==> config.mk <==
export PLATFORM = sky130hd
export DESIGN_NAME = fbac_ctrl
export DESIGN_NICKNAME = d
export VERILOG_FILES = /design/src/logic/fbac_pkg.sv /design/src/logic/fbac_ctrl.sv
export SDC_FILE = /design/constraint.sdc
export NUM_CORES = 1
export LEC_CHECK = 0
export CAP_MARGIN = 0
export CORE_MARGIN = 3
export CORE_UTILIZATION = 60
export DETAILED_ROUTE_END_ITERATION = 16
export DONT_BUFFER_PORTS = 1
export HOLD_SLACK_MARGIN = 0.02
export PLACE_DENSITY = 0.76
export SYNTH_ARGS = -nofsm -noshare
export SYNTH_HDL_FRONTEND = slang
export SYNTH_SLANG_ARGS = --single-unit
==> constraint.sdc <==
create_clock -name clk_sys -period 3.96 [get_ports clk_sys]
set_input_delay 0.396 -clock clk_sys [delete_from_list [all_inputs] [get_ports clk_sys]]
set_output_delay 0.396 -clock clk_sys [all_outputs]
set_load 0.005 [all_outputs]
==> src/logic/fbac_pkg.sv <==
// constants and state codes for the frame buffer address controller
package fbac_pkg;
  localparam int ADDR_W = 18;
  localparam int DATA_W = 8;
  // search window sits seven block columns right of the reference block
  localparam logic [17:0] SW_COL_OFS   = 18'h00038;
  // one line of blocks in one field: twelve 512-byte rows
  localparam logic [17:0] LINE_BLK_OFS = 18'h01800;
  // one field of a frame; the new frame is written straight after it
  localparam logic [17:0] FIELD_FRAME  = 18'h32a00;
  // delay line length for the upper band, one line of blocks in bytes
  localparam logic [12:0] DLY_LEN      = 13'h1680;
  localparam logic [8:0]  ROW_LAST_COL = 9'h1ff;
  localparam logic [5:0]  BLK_LAST     = 6'h3f;
  localparam int          REFRESH_ROWS = 512;
  localparam int          FIFO_DEPTH   = 64;
  localparam int          MAX_XFER     = 3;
  localparam int          MV_DELAY_CYC = 36;
  // timing
  localparam int CLK_NS    = 10;
  localparam int T_PAGE_NS = 70;
  localparam int T_RAND_NS = 210;
  localparam int T_SER_NS  = 35;
  localparam int PAGE_CYC  = (T_PAGE_NS + CLK_NS - 1) / CLK_NS;
  localparam int RAND_CYC  = (T_RAND_NS + CLK_NS - 1) / CLK_NS;
  localparam int SER_CYC   = (T_SER_NS + CLK_NS - 1) / CLK_NS;
  typedef enum logic [2:0] {
    ST_IDLE    = 3'b000,
    ST_PAGE    = 3'b001,
    ST_FAST    = 3'b010,
    ST_XWAIT   = 3'b011,
    ST_XFER    = 3'b100,
    ST_REFRESH = 3'b101
  } fbac_state_e;
endpackage

==> src/logic/fbac_ctrl.sv <==
// frame buffer address controller: search window, prediction read, transfers, refresh
`timescale 1ns/1ps
// Contract
// - one line of blocks: odd field to middle band, even field to lower band
// - next line of blocks swaps: odd to lower band, even to middle band
// - upper band comes from a delay line fed with middle band samples
// - even field search read starts at reference address plus 56
// - odd field search read starts at n+56 or n+line+56 by band position
// - serial addresses advance by increment; fields equal modulo one line
// - predicted start address taken from vector 36 cycles after block end
// - random address increments from start; even or odd data selected
// - each reconstructed block write needs one buffer-to-array transfer
// - each search window block needs one or two array-to-buffer transfers
// - each transfer takes two random cycles: wait, then row transfer
// - up to three transfers inside a prediction read, page reselected after each
// - at most two page selections per RAM per predicted block; here one at the start, then one after each transfer or row crossing
// - beyond at most 8 lost accesses, remaining samples read in fast page
// - serial port runs faster than twice the sample rate
// - one refresh on all RAMs after each predicted block read
// - 64-byte FIFO adapts memory rate to fixed coder rate
// - block start sync exchanged with the coder
// - reconstructed block kept within one memory row
// - new frame written right after the current one in spare field space
// - 70ns page cycle, 210ns random cycle, 35ns serial clock; the serial clock here runs at a 40ns period
// - addresses keep incrementing and wrap over the whole memory
module fbac_ctrl (
  // clock and reset
  input  wire logic        clk_sys,
  input  wire logic        sys_rst,
  // coder side block timing
  input  wire logic        ref_blk_start,
  input  wire logic        ref_blk_end,
  input  wire logic        line_start,
  input  wire logic [17:0] ref_addr,
  input  wire logic        band_low,
  // motion vector as start address and even-field row count
  input  wire logic [17:0] mv_addr,
  input  wire logic [2:0]  mv_rows,
  // serial port data from the two fields
  input  wire logic [7:0]  even_sdata,
  input  wire logic [7:0]  odd_sdata,
  // random port data from the two fields
  input  wire logic [7:0]  even_rdata,
  input  wire logic [7:0]  odd_rdata,
  // delay line memory
  input  wire logic [7:0]  dly_rdata,
  output logic      [12:0] dly_addr_reg,
  output logic      [7:0]  dly_wdata_reg,
  output logic             dly_we,
  // search window to the estimator
  output logic      [7:0]  sw_mid_reg,
  output logic      [7:0]  sw_low_reg,
  output logic      [7:0]  sw_up_reg,
  output logic             mux_swap_reg,
  // serial port control
  output logic             ser_clk,
  output logic      [17:0] ser_rd_even_reg,
  output logic      [17:0] ser_rd_odd_reg,
  output logic      [17:0] ser_wr_reg,
  // random port control
  output logic      [17:0] ram_addr_reg,
  output logic             ras_n,
  output logic             cas_n,
  output logic             xfer_n,
  output logic             xfer_wr,
  output logic             refresh_n,
  output logic      [8:0]  refresh_row_reg,
  output logic             field_sel_reg,
  // predicted samples to the coder
  input  wire logic        pred_ready,
  output logic      [7:0]  pred_data,
  output logic             pred_valid,
  output logic             blk_sync_out_reg
);

  ////////////////////////////////////////////////////////////////////////////
  // serial clock and search window
  logic [1:0]  ser_cnt_reg;
  logic [6:0]  ser_left_reg;
  wire         ser_tick = (ser_cnt_reg == 2'(fbac_pkg::SER_CYC - 1));
  wire         ser_act  = (ser_left_reg != 7'h00);
  wire         ser_step = ser_tick && ser_act;
  wire  [7:0]  mid_sel  = mux_swap_reg ? even_sdata : odd_sdata;
  wire  [7:0]  low_sel  = mux_swap_reg ? odd_sdata : even_sdata;
  wire  [17:0] odd_base = band_low ? (ref_addr + fbac_pkg::LINE_BLK_OFS) : ref_addr;
  wire         rd_cross = ser_step && (ser_rd_even_reg[8:0] == fbac_pkg::ROW_LAST_COL);
  assign ser_clk = ser_act && (ser_cnt_reg < 2'(fbac_pkg::SER_CYC / 2));
  assign dly_we  = ser_step;

  always_ff @(posedge clk_sys) begin
    if (sys_rst) begin
      ser_cnt_reg     <= 2'h0;
      ser_left_reg    <= 7'h00;
      mux_swap_reg    <= 1'b0;
      ser_rd_even_reg <= 18'h00000;
      ser_rd_odd_reg  <= 18'h00000;
      ser_wr_reg      <= fbac_pkg::FIELD_FRAME;
      sw_mid_reg      <= 8'h00;
      sw_low_reg      <= 8'h00;
      sw_up_reg       <= 8'h00;
      dly_addr_reg    <= fbac_pkg::DLY_LEN - 13'h0001;
      dly_wdata_reg   <= 8'h00;
    end else begin
      ser_cnt_reg <= ser_tick ? 2'h0 : ser_cnt_reg + 2'h1;
      if (line_start) begin
        mux_swap_reg <= !mux_swap_reg;
      end
      if (ref_blk_start) begin
        ser_left_reg    <= 7'h40;
        ser_rd_even_reg <= ref_addr + fbac_pkg::SW_COL_OFS;
        ser_rd_odd_reg  <= odd_base + fbac_pkg::SW_COL_OFS;
      end else if (ser_step) begin
        ser_left_reg    <= ser_left_reg - 7'h01;
        ser_rd_even_reg <= ser_rd_even_reg + 18'h00001;
        ser_rd_odd_reg  <= ser_rd_odd_reg + 18'h00001;
        ser_wr_reg      <= ser_wr_reg + 18'h00001;
      end
      if (ser_step) begin
        sw_mid_reg    <= mid_sel;
        sw_low_reg    <= low_sel;
        sw_up_reg     <= dly_rdata;
        dly_wdata_reg <= mid_sel;
        dly_addr_reg  <= (dly_addr_reg == 13'h0000) ? fbac_pkg::DLY_LEN - 13'h0001 : dly_addr_reg - 13'h0001;
      end
    end
  end

  ////////////////////////////////////////////////////////////////////////////
  // transfer bookkeeping
  logic [1:0] xfer_pend_reg;
  logic       xfer_wr_reg;
  logic [5:0] mv_cnt_reg;
  logic       mv_run_reg;
  logic       pred_pend_reg;
  fbac_pkg::fbac_state_e state_reg;
  fbac_pkg::fbac_state_e state_next;
  logic [4:0] rcyc_reg;
  wire        rcyc_rand = (rcyc_reg == 5'(fbac_pkg::RAND_CYC - 1));
  wire        rcyc_page = (rcyc_reg == 5'(fbac_pkg::PAGE_CYC - 1));
  wire        xfer_done = (state_reg == fbac_pkg::ST_XFER) && rcyc_rand;
  wire  [2:0] xfer_add  = (ref_blk_start ? 3'h2 : 3'h0) + (rd_cross ? 3'h1 : 3'h0);
  wire  [2:0] xfer_sum  = {1'b0, xfer_pend_reg} + xfer_add - (xfer_done ? 3'h1 : 3'h0);
  wire        mv_take   = mv_run_reg && (mv_cnt_reg == 6'(fbac_pkg::MV_DELAY_CYC - 1));
  assign xfer_wr = xfer_wr_reg;

  always_ff @(posedge clk_sys) begin
    if (sys_rst) begin
      xfer_pend_reg <= 2'h0;
      xfer_wr_reg   <= 1'b0;
      mv_cnt_reg    <= 6'h00;
      mv_run_reg    <= 1'b0;
    end else begin
      xfer_pend_reg <= (xfer_sum > 3'(fbac_pkg::MAX_XFER)) ? 2'(fbac_pkg::MAX_XFER) : xfer_sum[1:0];
      if (ref_blk_start) begin
        xfer_wr_reg <= 1'b1;
      end else if (xfer_done) begin
        xfer_wr_reg <= 1'b0;
      end
      if (ref_blk_end) begin
        mv_run_reg <= 1'b1;
        mv_cnt_reg <= 6'h00;
      end else if (mv_take) begin
        mv_run_reg <= 1'b0;
      end else if (mv_run_reg) begin
        mv_cnt_reg <= mv_cnt_reg + 6'h01;
      end
    end
  end

  ////////////////////////////////////////////////////////////////////////////
  // random port scheduler
  logic [5:0] idx_reg;
  logic [2:0] split_reg;
  logic       in_pred_reg;
  logic [6:0] fifo_cnt_reg;
  wire        fifo_full  = (fifo_cnt_reg == 7'(fbac_pkg::FIFO_DEPTH));
  wire        cas_end    = (state_reg == fbac_pkg::ST_FAST) && rcyc_page && !fifo_full;
  wire        blk_last   = (idx_reg == fbac_pkg::BLK_LAST);
  wire        page_cross = (ram_addr_reg[8:0] == fbac_pkg::ROW_LAST_COL);
  wire  [7:0] rd_sel     = field_sel_reg ? odd_rdata : even_rdata;
  wire        stay_cnt   = (state_reg == fbac_pkg::ST_FAST) && rcyc_page && fifo_full;
  assign ras_n     = !((state_reg == fbac_pkg::ST_PAGE) || (state_reg == fbac_pkg::ST_FAST));
  assign cas_n     = !(state_reg == fbac_pkg::ST_FAST);
  assign xfer_n    = !(state_reg == fbac_pkg::ST_XFER);
  assign refresh_n = !(state_reg == fbac_pkg::ST_REFRESH);

  always_comb begin
    state_next = state_reg;
    case (state_reg)
      fbac_pkg::ST_IDLE: begin
        if (xfer_pend_reg != 2'h0) begin
          state_next = fbac_pkg::ST_XWAIT;
        end else if (pred_pend_reg) begin
          state_next = fbac_pkg::ST_PAGE;
        end
      end
      fbac_pkg::ST_PAGE: begin
        if (rcyc_rand) begin
          state_next = fbac_pkg::ST_FAST;
        end
      end
      fbac_pkg::ST_FAST: begin
        if (cas_end) begin
          if (blk_last) begin
            state_next = fbac_pkg::ST_REFRESH;
          end else if (xfer_pend_reg != 2'h0) begin
            state_next = fbac_pkg::ST_XWAIT;
          end else if (page_cross) begin
            state_next = fbac_pkg::ST_PAGE;
          end
        end
      end
      fbac_pkg::ST_XWAIT: begin
        if (rcyc_rand) begin
          state_next = fbac_pkg::ST_XFER;
        end
      end
      fbac_pkg::ST_XFER: begin
        if (rcyc_rand) begin
          state_next = in_pred_reg ? fbac_pkg::ST_PAGE : fbac_pkg::ST_IDLE;
        end
      end
      fbac_pkg::ST_REFRESH: begin
        if (rcyc_rand) begin
          state_next = fbac_pkg::ST_IDLE;
        end
      end
      default: state_next = fbac_pkg::ST_IDLE;
    endcase
  end

  always_ff @(posedge clk_sys) begin
    if (sys_rst) begin
      state_reg        <= fbac_pkg::ST_IDLE;
      rcyc_reg         <= 5'h00;
      idx_reg          <= 6'h00;
      split_reg        <= 3'h0;
      in_pred_reg      <= 1'b0;
      pred_pend_reg    <= 1'b0;
      ram_addr_reg     <= 18'h00000;
      field_sel_reg    <= 1'b0;
      refresh_row_reg  <= 9'h000;
      blk_sync_out_reg <= 1'b0;
    end else begin
      state_reg        <= state_next;
      rcyc_reg         <= (state_next != state_reg || cas_end) ? 5'h00 : (stay_cnt ? rcyc_reg : rcyc_reg + 5'h01);
      blk_sync_out_reg <= cas_end && (idx_reg == 6'h00);
      if (mv_take) begin
        pred_pend_reg <= 1'b1;
        ram_addr_reg  <= mv_addr;
        split_reg     <= mv_rows;
        field_sel_reg <= (mv_rows == 3'h0);
        idx_reg       <= 6'h00;
      end else if (cas_end) begin
        idx_reg       <= idx_reg + 6'h01;
        ram_addr_reg  <= ram_addr_reg + 18'h00001;
        field_sel_reg <= ((idx_reg[2:0] + 3'h1) >= split_reg) && (split_reg != 3'h0 || 1'b1) ? 
                         ((idx_reg[2:0] + 3'h1) >= split_reg) : 1'b0;
      end
      if (state_reg == fbac_pkg::ST_IDLE && state_next == fbac_pkg::ST_PAGE) begin
        pred_pend_reg <= mv_take;
        in_pred_reg   <= 1'b1;
      end else if (state_next == fbac_pkg::ST_REFRESH && state_reg == fbac_pkg::ST_FAST) begin
        in_pred_reg   <= 1'b0;
      end
      if (state_reg == fbac_pkg::ST_REFRESH && rcyc_rand) begin
        refresh_row_reg <= refresh_row_reg + 9'h001;
      end
    end
  end

  ////////////////////////////////////////////////////////////////////////////
  // rate adaptation fifo toward the coder
  logic [7:0] fifo_mem [0:fbac_pkg::FIFO_DEPTH-1];
  logic [5:0] wr_ptr_reg;
  logic [5:0] rd_ptr_reg;
  wire        fifo_pop = pred_valid && pred_ready;
  assign pred_valid = (fifo_cnt_reg != 7'h00);
  assign pred_data  = fifo_mem[rd_ptr_reg];

  always_ff @(posedge clk_sys) begin
    if (cas_end) begin
      fifo_mem[wr_ptr_reg] <= rd_sel;
    end
  end

  always_ff @(posedge clk_sys) begin
    if (sys_rst) begin
      wr_ptr_reg   <= 6'h00;
      rd_ptr_reg   <= 6'h00;
      fifo_cnt_reg <= 7'h00;
    end else begin
      wr_ptr_reg   <= cas_end ? wr_ptr_reg + 6'h01 : wr_ptr_reg;
      rd_ptr_reg   <= fifo_pop ? rd_ptr_reg + 6'h01 : rd_ptr_reg;
      fifo_cnt_reg <= fifo_cnt_reg + (cas_end ? 7'h01 : 7'h00) - (fifo_pop ? 7'h01 : 7'h00);
    end
  end

  ////////////////////////////////////////////////////////////////////////////
  // checks
  property p_mux_route;
    @(posedge clk_sys) disable iff (sys_rst)
    (ser_step && !ref_blk_start) |=> (sw_mid_reg == ($past(mux_swap_reg) ? $past(even_sdata) : $past(odd_sdata)));
  endproperty
  a_mux_route: assert property (p_mux_route) else $error("middle band routing wrong");

  property p_mux_swap;
    @(posedge clk_sys) disable iff (sys_rst)
    line_start |=> (mux_swap_reg != $past(mux_swap_reg));
  endproperty
  a_mux_swap: assert property (p_mux_swap) else $error("band routing did not swap");

  property p_upper;
    @(posedge clk_sys) disable iff (sys_rst)
    ser_step |=> (sw_up_reg == $past(dly_rdata)) && (dly_wdata_reg == sw_mid_reg);
  endproperty
  a_upper: assert property (p_upper) else $error("upper band not from delay line");

  property p_sw_even;
    @(posedge clk_sys) disable iff (sys_rst)
    ref_blk_start |=> (ser_rd_even_reg == $past(ref_addr) + fbac_pkg::SW_COL_OFS);
  endproperty
  a_sw_even: assert property (p_sw_even) else $error("even search start wrong");

  property p_sw_odd;
    @(posedge clk_sys) disable iff (sys_rst)
    ref_blk_start |=> (ser_rd_odd_reg - ser_rd_even_reg == ($past(band_low) ? fbac_pkg::LINE_BLK_OFS : 18'h00000));
  endproperty
  a_sw_odd: assert property (p_sw_odd) else $error("odd search start wrong");

  property p_ser_inc;
    @(posedge clk_sys) disable iff (sys_rst)
    (ser_step && !ref_blk_start) |=> (ser_rd_even_reg == $past(ser_rd_even_reg) + 18'h00001);
  endproperty
  a_ser_inc: assert property (p_ser_inc) else $error("serial address not incremented");

  property p_mv_time;
    @(posedge clk_sys) disable iff (sys_rst)
    mv_take |-> $past(ref_blk_end, fbac_pkg::MV_DELAY_CYC);
  endproperty
  a_mv_time: assert property (p_mv_time) else $error("vector taken at wrong cycle");

  property p_xfer;
    @(posedge clk_sys) disable iff (sys_rst)
    $fell(xfer_n) |-> ($past(state_reg) == fbac_pkg::ST_XWAIT) ##1 !xfer_n[*8];
  endproperty
  a_xfer: assert property (p_xfer) else $error("transfer without wait cycle");

  property p_refresh;
    @(posedge clk_sys) disable iff (sys_rst)
    (cas_end && blk_last) |=> !refresh_n;
  endproperty
  a_refresh: assert property (p_refresh) else $error("no refresh after block");

  property p_fifo;
    @(posedge clk_sys) disable iff (sys_rst)
    (fifo_full && !fifo_pop) |=> fifo_full && (wr_ptr_reg == $past(wr_ptr_reg));
  endproperty
  a_fifo: assert property (p_fifo) else $error("fifo overrun");

endmodule // fbac_ctrl

* Yosys cells after proc, flatten, opt, wreduce, memory -nomap -nowiden
Memory sizes are Yosys's and may differ from the RTL's. A register that Yosys moved wholly into a read port is not among the register bits. Cells that the tools add are included.
Storage, ports and cells: register bits 178, RAM bits 512, output and inout port bits 145, word-level logic and storage cells 159, memories kept 1
Memories:
- fifo_mem | depth 64, bits a word 8, read ports 1, clocked after memory_dff 1, wr ports 1, RTL line fbac_ctrl.sv:274 | logic [7:0] fifo_mem [0:fbac_pkg::FIFO_DEPTH-1];
Operators by class: $add $sub $neg 22, magnitude comparators 3, eq/ne operators 16, multiplexer cells 46, bitwise logic cells 2, reduce and logical (&&, ||, !) cells 41
Operators with widths (number):
- 2-to-1 mux 18 bit | 7
- adder 18 x 1 -> 18 bit (second input constant) | 4
- adder 18 x 6 -> 18 bit (second input constant) | 2
- 2-to-1 mux 3 bit | 10
- adder 6 x 1 -> 6 bit (second input constant) | 4
- 2-to-1 mux 8 bit | 3
- adder 18 x 13 -> 18 bit (second input constant) | 1
- == test 9 bit (second input constant) | 2
- 2-to-1 mux 1 bit | 18
- case mux 3 bit (6 select lines) | 1
- 2-to-1 mux 7 bit | 2
- nonzero test 2 bit | 7
- nonzero test 7 bit | 2
- logical AND 1 bit | 13
- logical NOT 13 bit | 1
- 2-to-1 mux 13 bit | 1
- subtractor 13 x 1 -> 13 bit (second input constant) | 1
- == test 6 bit (second input constant) | 2
- 2-to-1 mux 6 bit | 2
- OR reduction 2 bit | 5
- adder 9 x 1 -> 9 bit (second input constant) | 1
- == test 3 bit (second input constant) | 3
- adder 7 x 1 -> 7 bit | 1
- == test 7 bit (second input constant) | 1
- 24 further kinds | 36

* Depth between registers and ports, before layout
depth in word-level cells 10, depth in mapped cells 17, mapped depth without buffers 16

* Worst setup path after synthesis
Ideal clock, no wire load.
kind register to register, from register rcyc_reg[0], to register fifo_cnt_reg[6], setup time 133 ps, arrival time 2807 ps, data required time 3827 ps, slack 1020 ps, stages on the path, launching flop included 18, path buffers 1, cells stage by stage dfxtp_1 inv_1 ha_1 and4bb_2 o211a_2 buf_2 inv_1 ha_1 inv_1 ha_1 inv_1 fa_1 nand2b_1 a21oi_1 o21ai_0 a21oi_1 or3_1 a21oi_1
On the way: longest elaborated chain between the ends 6
Ends and longest elaborated chain:
- start, declared | RTL line fbac_ctrl.sv:137 | logic [4:0] rcyc_reg;
- start signal, assigned | RTL line fbac_ctrl.sv:246 | rcyc_reg <= (state_next != state_reg || cas_end) ? 5'h00 : (stay_cnt ? rcyc_reg : rcyc_reg + 5'h01);
- == test 5 x 3 -> 1 bit | RTL line fbac_ctrl.sv:139 | wire rcyc_page = (rcyc_reg == 5'(fbac_pkg::PAGE_CYC - 1));
- logical AND 1 bit (2 in series) | RTL line fbac_ctrl.sv:177 | wire cas_end = (state_reg == fbac_pkg::ST_FAST) && rcyc_page && !fifo_full;
- 2-to-1 mux 1 bit | RTL line fbac_ctrl.sv:295 | fifo_cnt_reg <= fifo_cnt_reg + (cas_end ? 7'h01 : 7'h00) - (fifo_pop ? 7'h01 : 7'h00);
- adder 7 x 1 -> 7 bit | RTL line fbac_ctrl.sv:295
- subtractor 7 x 1 -> 7 bit | RTL line fbac_ctrl.sv:295
- end signal, assigned | RTL line fbac_ctrl.sv:295
- end, declared | RTL line fbac_ctrl.sv:175 | logic [6:0] fifo_cnt_reg;
Every way passes these cells. A chain may end at the register's enable or synchronous reset.

==> run_results.csv <==
group,metric,value,unit
status,outcome,"finished, final reports clean",
timing,slew_viol_final,0,
timing,post-route-period-util,91.6,%
cells_and_area,final_core_util,67.8,%
global_route,overflow,0,
synth,synthFlopType,"edfxtp_1",
power,cellLeakagePower,10.4,nW
synth,yosysTopAreaCellShare,52.4,%
timing,fin_hold_ws,0.0443,ns
clock_tree,clock_path_buffers,3,
power,total_power,0.0166,W
synth,yosys_warnings,0,
critical_path,worstPathCellList,"buf_12, mux4_2, mux4_2, a32oi_1, o21ai_1",
global_route,grt_usage,26.6,%
timing,hold_violations,0,
synth,synth_cell_types,80,
critical_path,slowest_delay,0.74,ns
cells_and_area,top_register,"fifo_mem",
timing,setup_ws,0.334,ns
cells_and_area,final_common_cell,"edfxtp_1",
synth,yosysTopAreaCell,"edfxtp_1",
cells_and_area,drive_gt1_share,15.2,%
worst_hold_path,hold_class,"input pin to register",
synth,yosysSeqAreaShare,65.0,%
floorplanning,row_count,80,
global_route,grt_pass1_wl,104000,µm
detailed_routing,drt_iter0_drc,1970,
critical_path,worstSetupEndpointType,"output pin",
critical_path,startpoint_type,"register",
critical_path,worst_ep_required_time,3.56,ns
timing,relSlewSlack,9.77,%
synth,synth_edf_count,512,
critical_path,crit_arrival,3.23,ns
synth,ys_async_sr_fraction,0,%
clock_tree,cts_max_level,3,
critical_path,worstSetupPathType,"register to output pin",
cells_and_area,final_cell_mix,"512 x edfxtp_1, 207 x nor2_1, 181 x dfxtp_1",
timing,max_freq,276,MHz
clock_tree,numCtsBuffers,69,
critical_path,path_max_fanout,33,
clock_tree,clockRootBuffer,"clkbuf_16",
clock_tree,clk_latency,0.59,ns
synth,synth_area_leaders,"edfxtp_1 52%, dfxtp_1 13%, mux4_2 10%, nor2_1 2.7%, mux2i_1 2.0%",
synth,syn_area_per_cell,14.6,µm²
synth,ys_ff_latch,696,
cells_and_area,antenna_cells,0,
global_route,grt_max_degree,136,
floorplanning,die_h,227,µm
cells_and_area,finish.net_count,2180,
clock_tree,clkSinkCount,696,
floorplanning,core_area,0.0480,mm²
timing,period_minus_slack,3.63,ns
timing,rsz0062_at_grt,"false",
global_route,antenna_found_initial,0,
detailed_routing,drtAntennaViolNets,0,
power,p_per_area,511,mW/mm²
clock_tree,cts_tree,"built",
floorplanning,die_w,227,µm
timing,timing.setup.tns,0,ns
job,max_cap_viol_count,0,
timing,skew,0.0245,ns
timing,worst_pin_slew,1.35,ns
synth,syn_area,0.0293,mm²
synth,synth_cells,2007,
detailed_routing,viasPerCell,6.45,
clock_tree,cts.clk_slew.worst_paths,0.06,ns
detailed_routing,drc,0,
place,place_ws,0.753,ns
cells_and_area,area_delta_synth_final,11.2,%
critical_path,crit_top_cell,"mux4_2",
floorplanning,ios,231,
critical_path,cp_slowest_cell,"dfxtp_4",
detailed_routing,postRouteWirelength,67900,µm
clock_tree,cts_resized,0,
floorplanning,die_area,0.0515,mm²
floorplanning,start_util,61.0,%
place,place_congestion,0.870,
timing,setup_viol,0,
detailed_routing,dr_total_vias,17600,
power,ir_drop,0.324,mV
place,hpwl,43400,µm
place,numPortBuffers,0,
global_route,grt_pass1_vias,17600,
synth,synth_nets,2132,
detailed_routing,firstDrtPassIters,6,
detailed_routing,wl_per_cell,25.0,µm
cells_and_area,largest_reg_flops,512,
-- cell type report --
class,count,area (µm²)
Clock buffer,91,1880
Clock inverter,31,307
Fill cell,3198,15500
Inverter,50,188
Multi-Input combinational cell,1145,9500
Sequential cell,696,19100
Tap cell,615,769
Timing Repair Buffer,93,876
-- through the flow --
stage	instances	cell area (µm²)
2_1_floorplan	2007	29300
3_3_place_gp	2555	29900
3_5_place_dp	2555	29900
4_1_cts	2721	32600
5_1_grt	2721	32600
6_report	2721	32600
-- routing by layer --
layer	track usage, %	wire length, µm	vias up
met5	0	0	-
met4	8.12	1780	0
met3	6.11	6680	125
met2	45.0	34000	958
met1	35.0	25500	8743
li1	-	-	7733
-- worst paths after layout --
path | from | to | slack (ns) | cells after the start
setup / recovery | register | pred_data[0] | 0.33 | 5
hold / removal | odd_sdata[0] | sw_mid_reg[0] | 0.04 | 2
setup reg to reg | state_reg[1] | fifo_mem[26][6] | 0.64 | 6
hold reg to reg | ser_cnt_reg[0] | ser_cnt_reg[0] | 0.43 | 1
-- critical path: cells and delay by family, from the launching register on --
family / cells / cell delay, ns
multiplexers: 2 / 1.10
AO/OA/AOI/OAI: 2 / 0.43
flip-flops: 1 / 0.74
buffers and inverters: 1 / 0.34
-- synth_stat cells, drive strengths merged, types with 5 or more instances --
master,number
xor2,61
o21bai,5
or3,18
and4,6
inv,49
nor2,208
o21ai,49
o221ai,8
buf,61
mux2,15
a211oi,47
nor3,36
or4,6
a21oi,64
nand4,36
a31oi,5
a311oi,5
mux4,133
nand2,111
nand3,38
dfxtp,184
o22ai,14
and3,9
xnor2,59
ha,37
or3b,5
mux2i,59
clkbuf,55
nand2b,16
nand3b,8
nor2b,10
nor4,12
and2,8
edfxtp,512
-- what timing repair did --
item,4_1_cts,5_1_grt
setup buffers,0,0
hold buffers,44,0
endpoints found under the hold margin,154,0
-- power breakdown --
| part | switching (W) | internal (W) |
|---|---|---|
| clock | 0.00266 | 0.00368 |
| combinational | 0.00108 | 0.00108 |
| sequential | 0.000222 | 0.00792 |
| total | 0.00397 | 0.0127 |
-- logic make-up after synthesis --
family / share of synthesized area (%)
AOI/OAI and AO/OA: 5.18
and+or+nand+nor: 9.09
buffers and inverters: 2.59
muxes: 12.8
xor gates and xnor gates: 3.59
adders and majority gates: 1.72
DFF: 65.0
No activity file was read; power rests on OpenSTA's default activity.
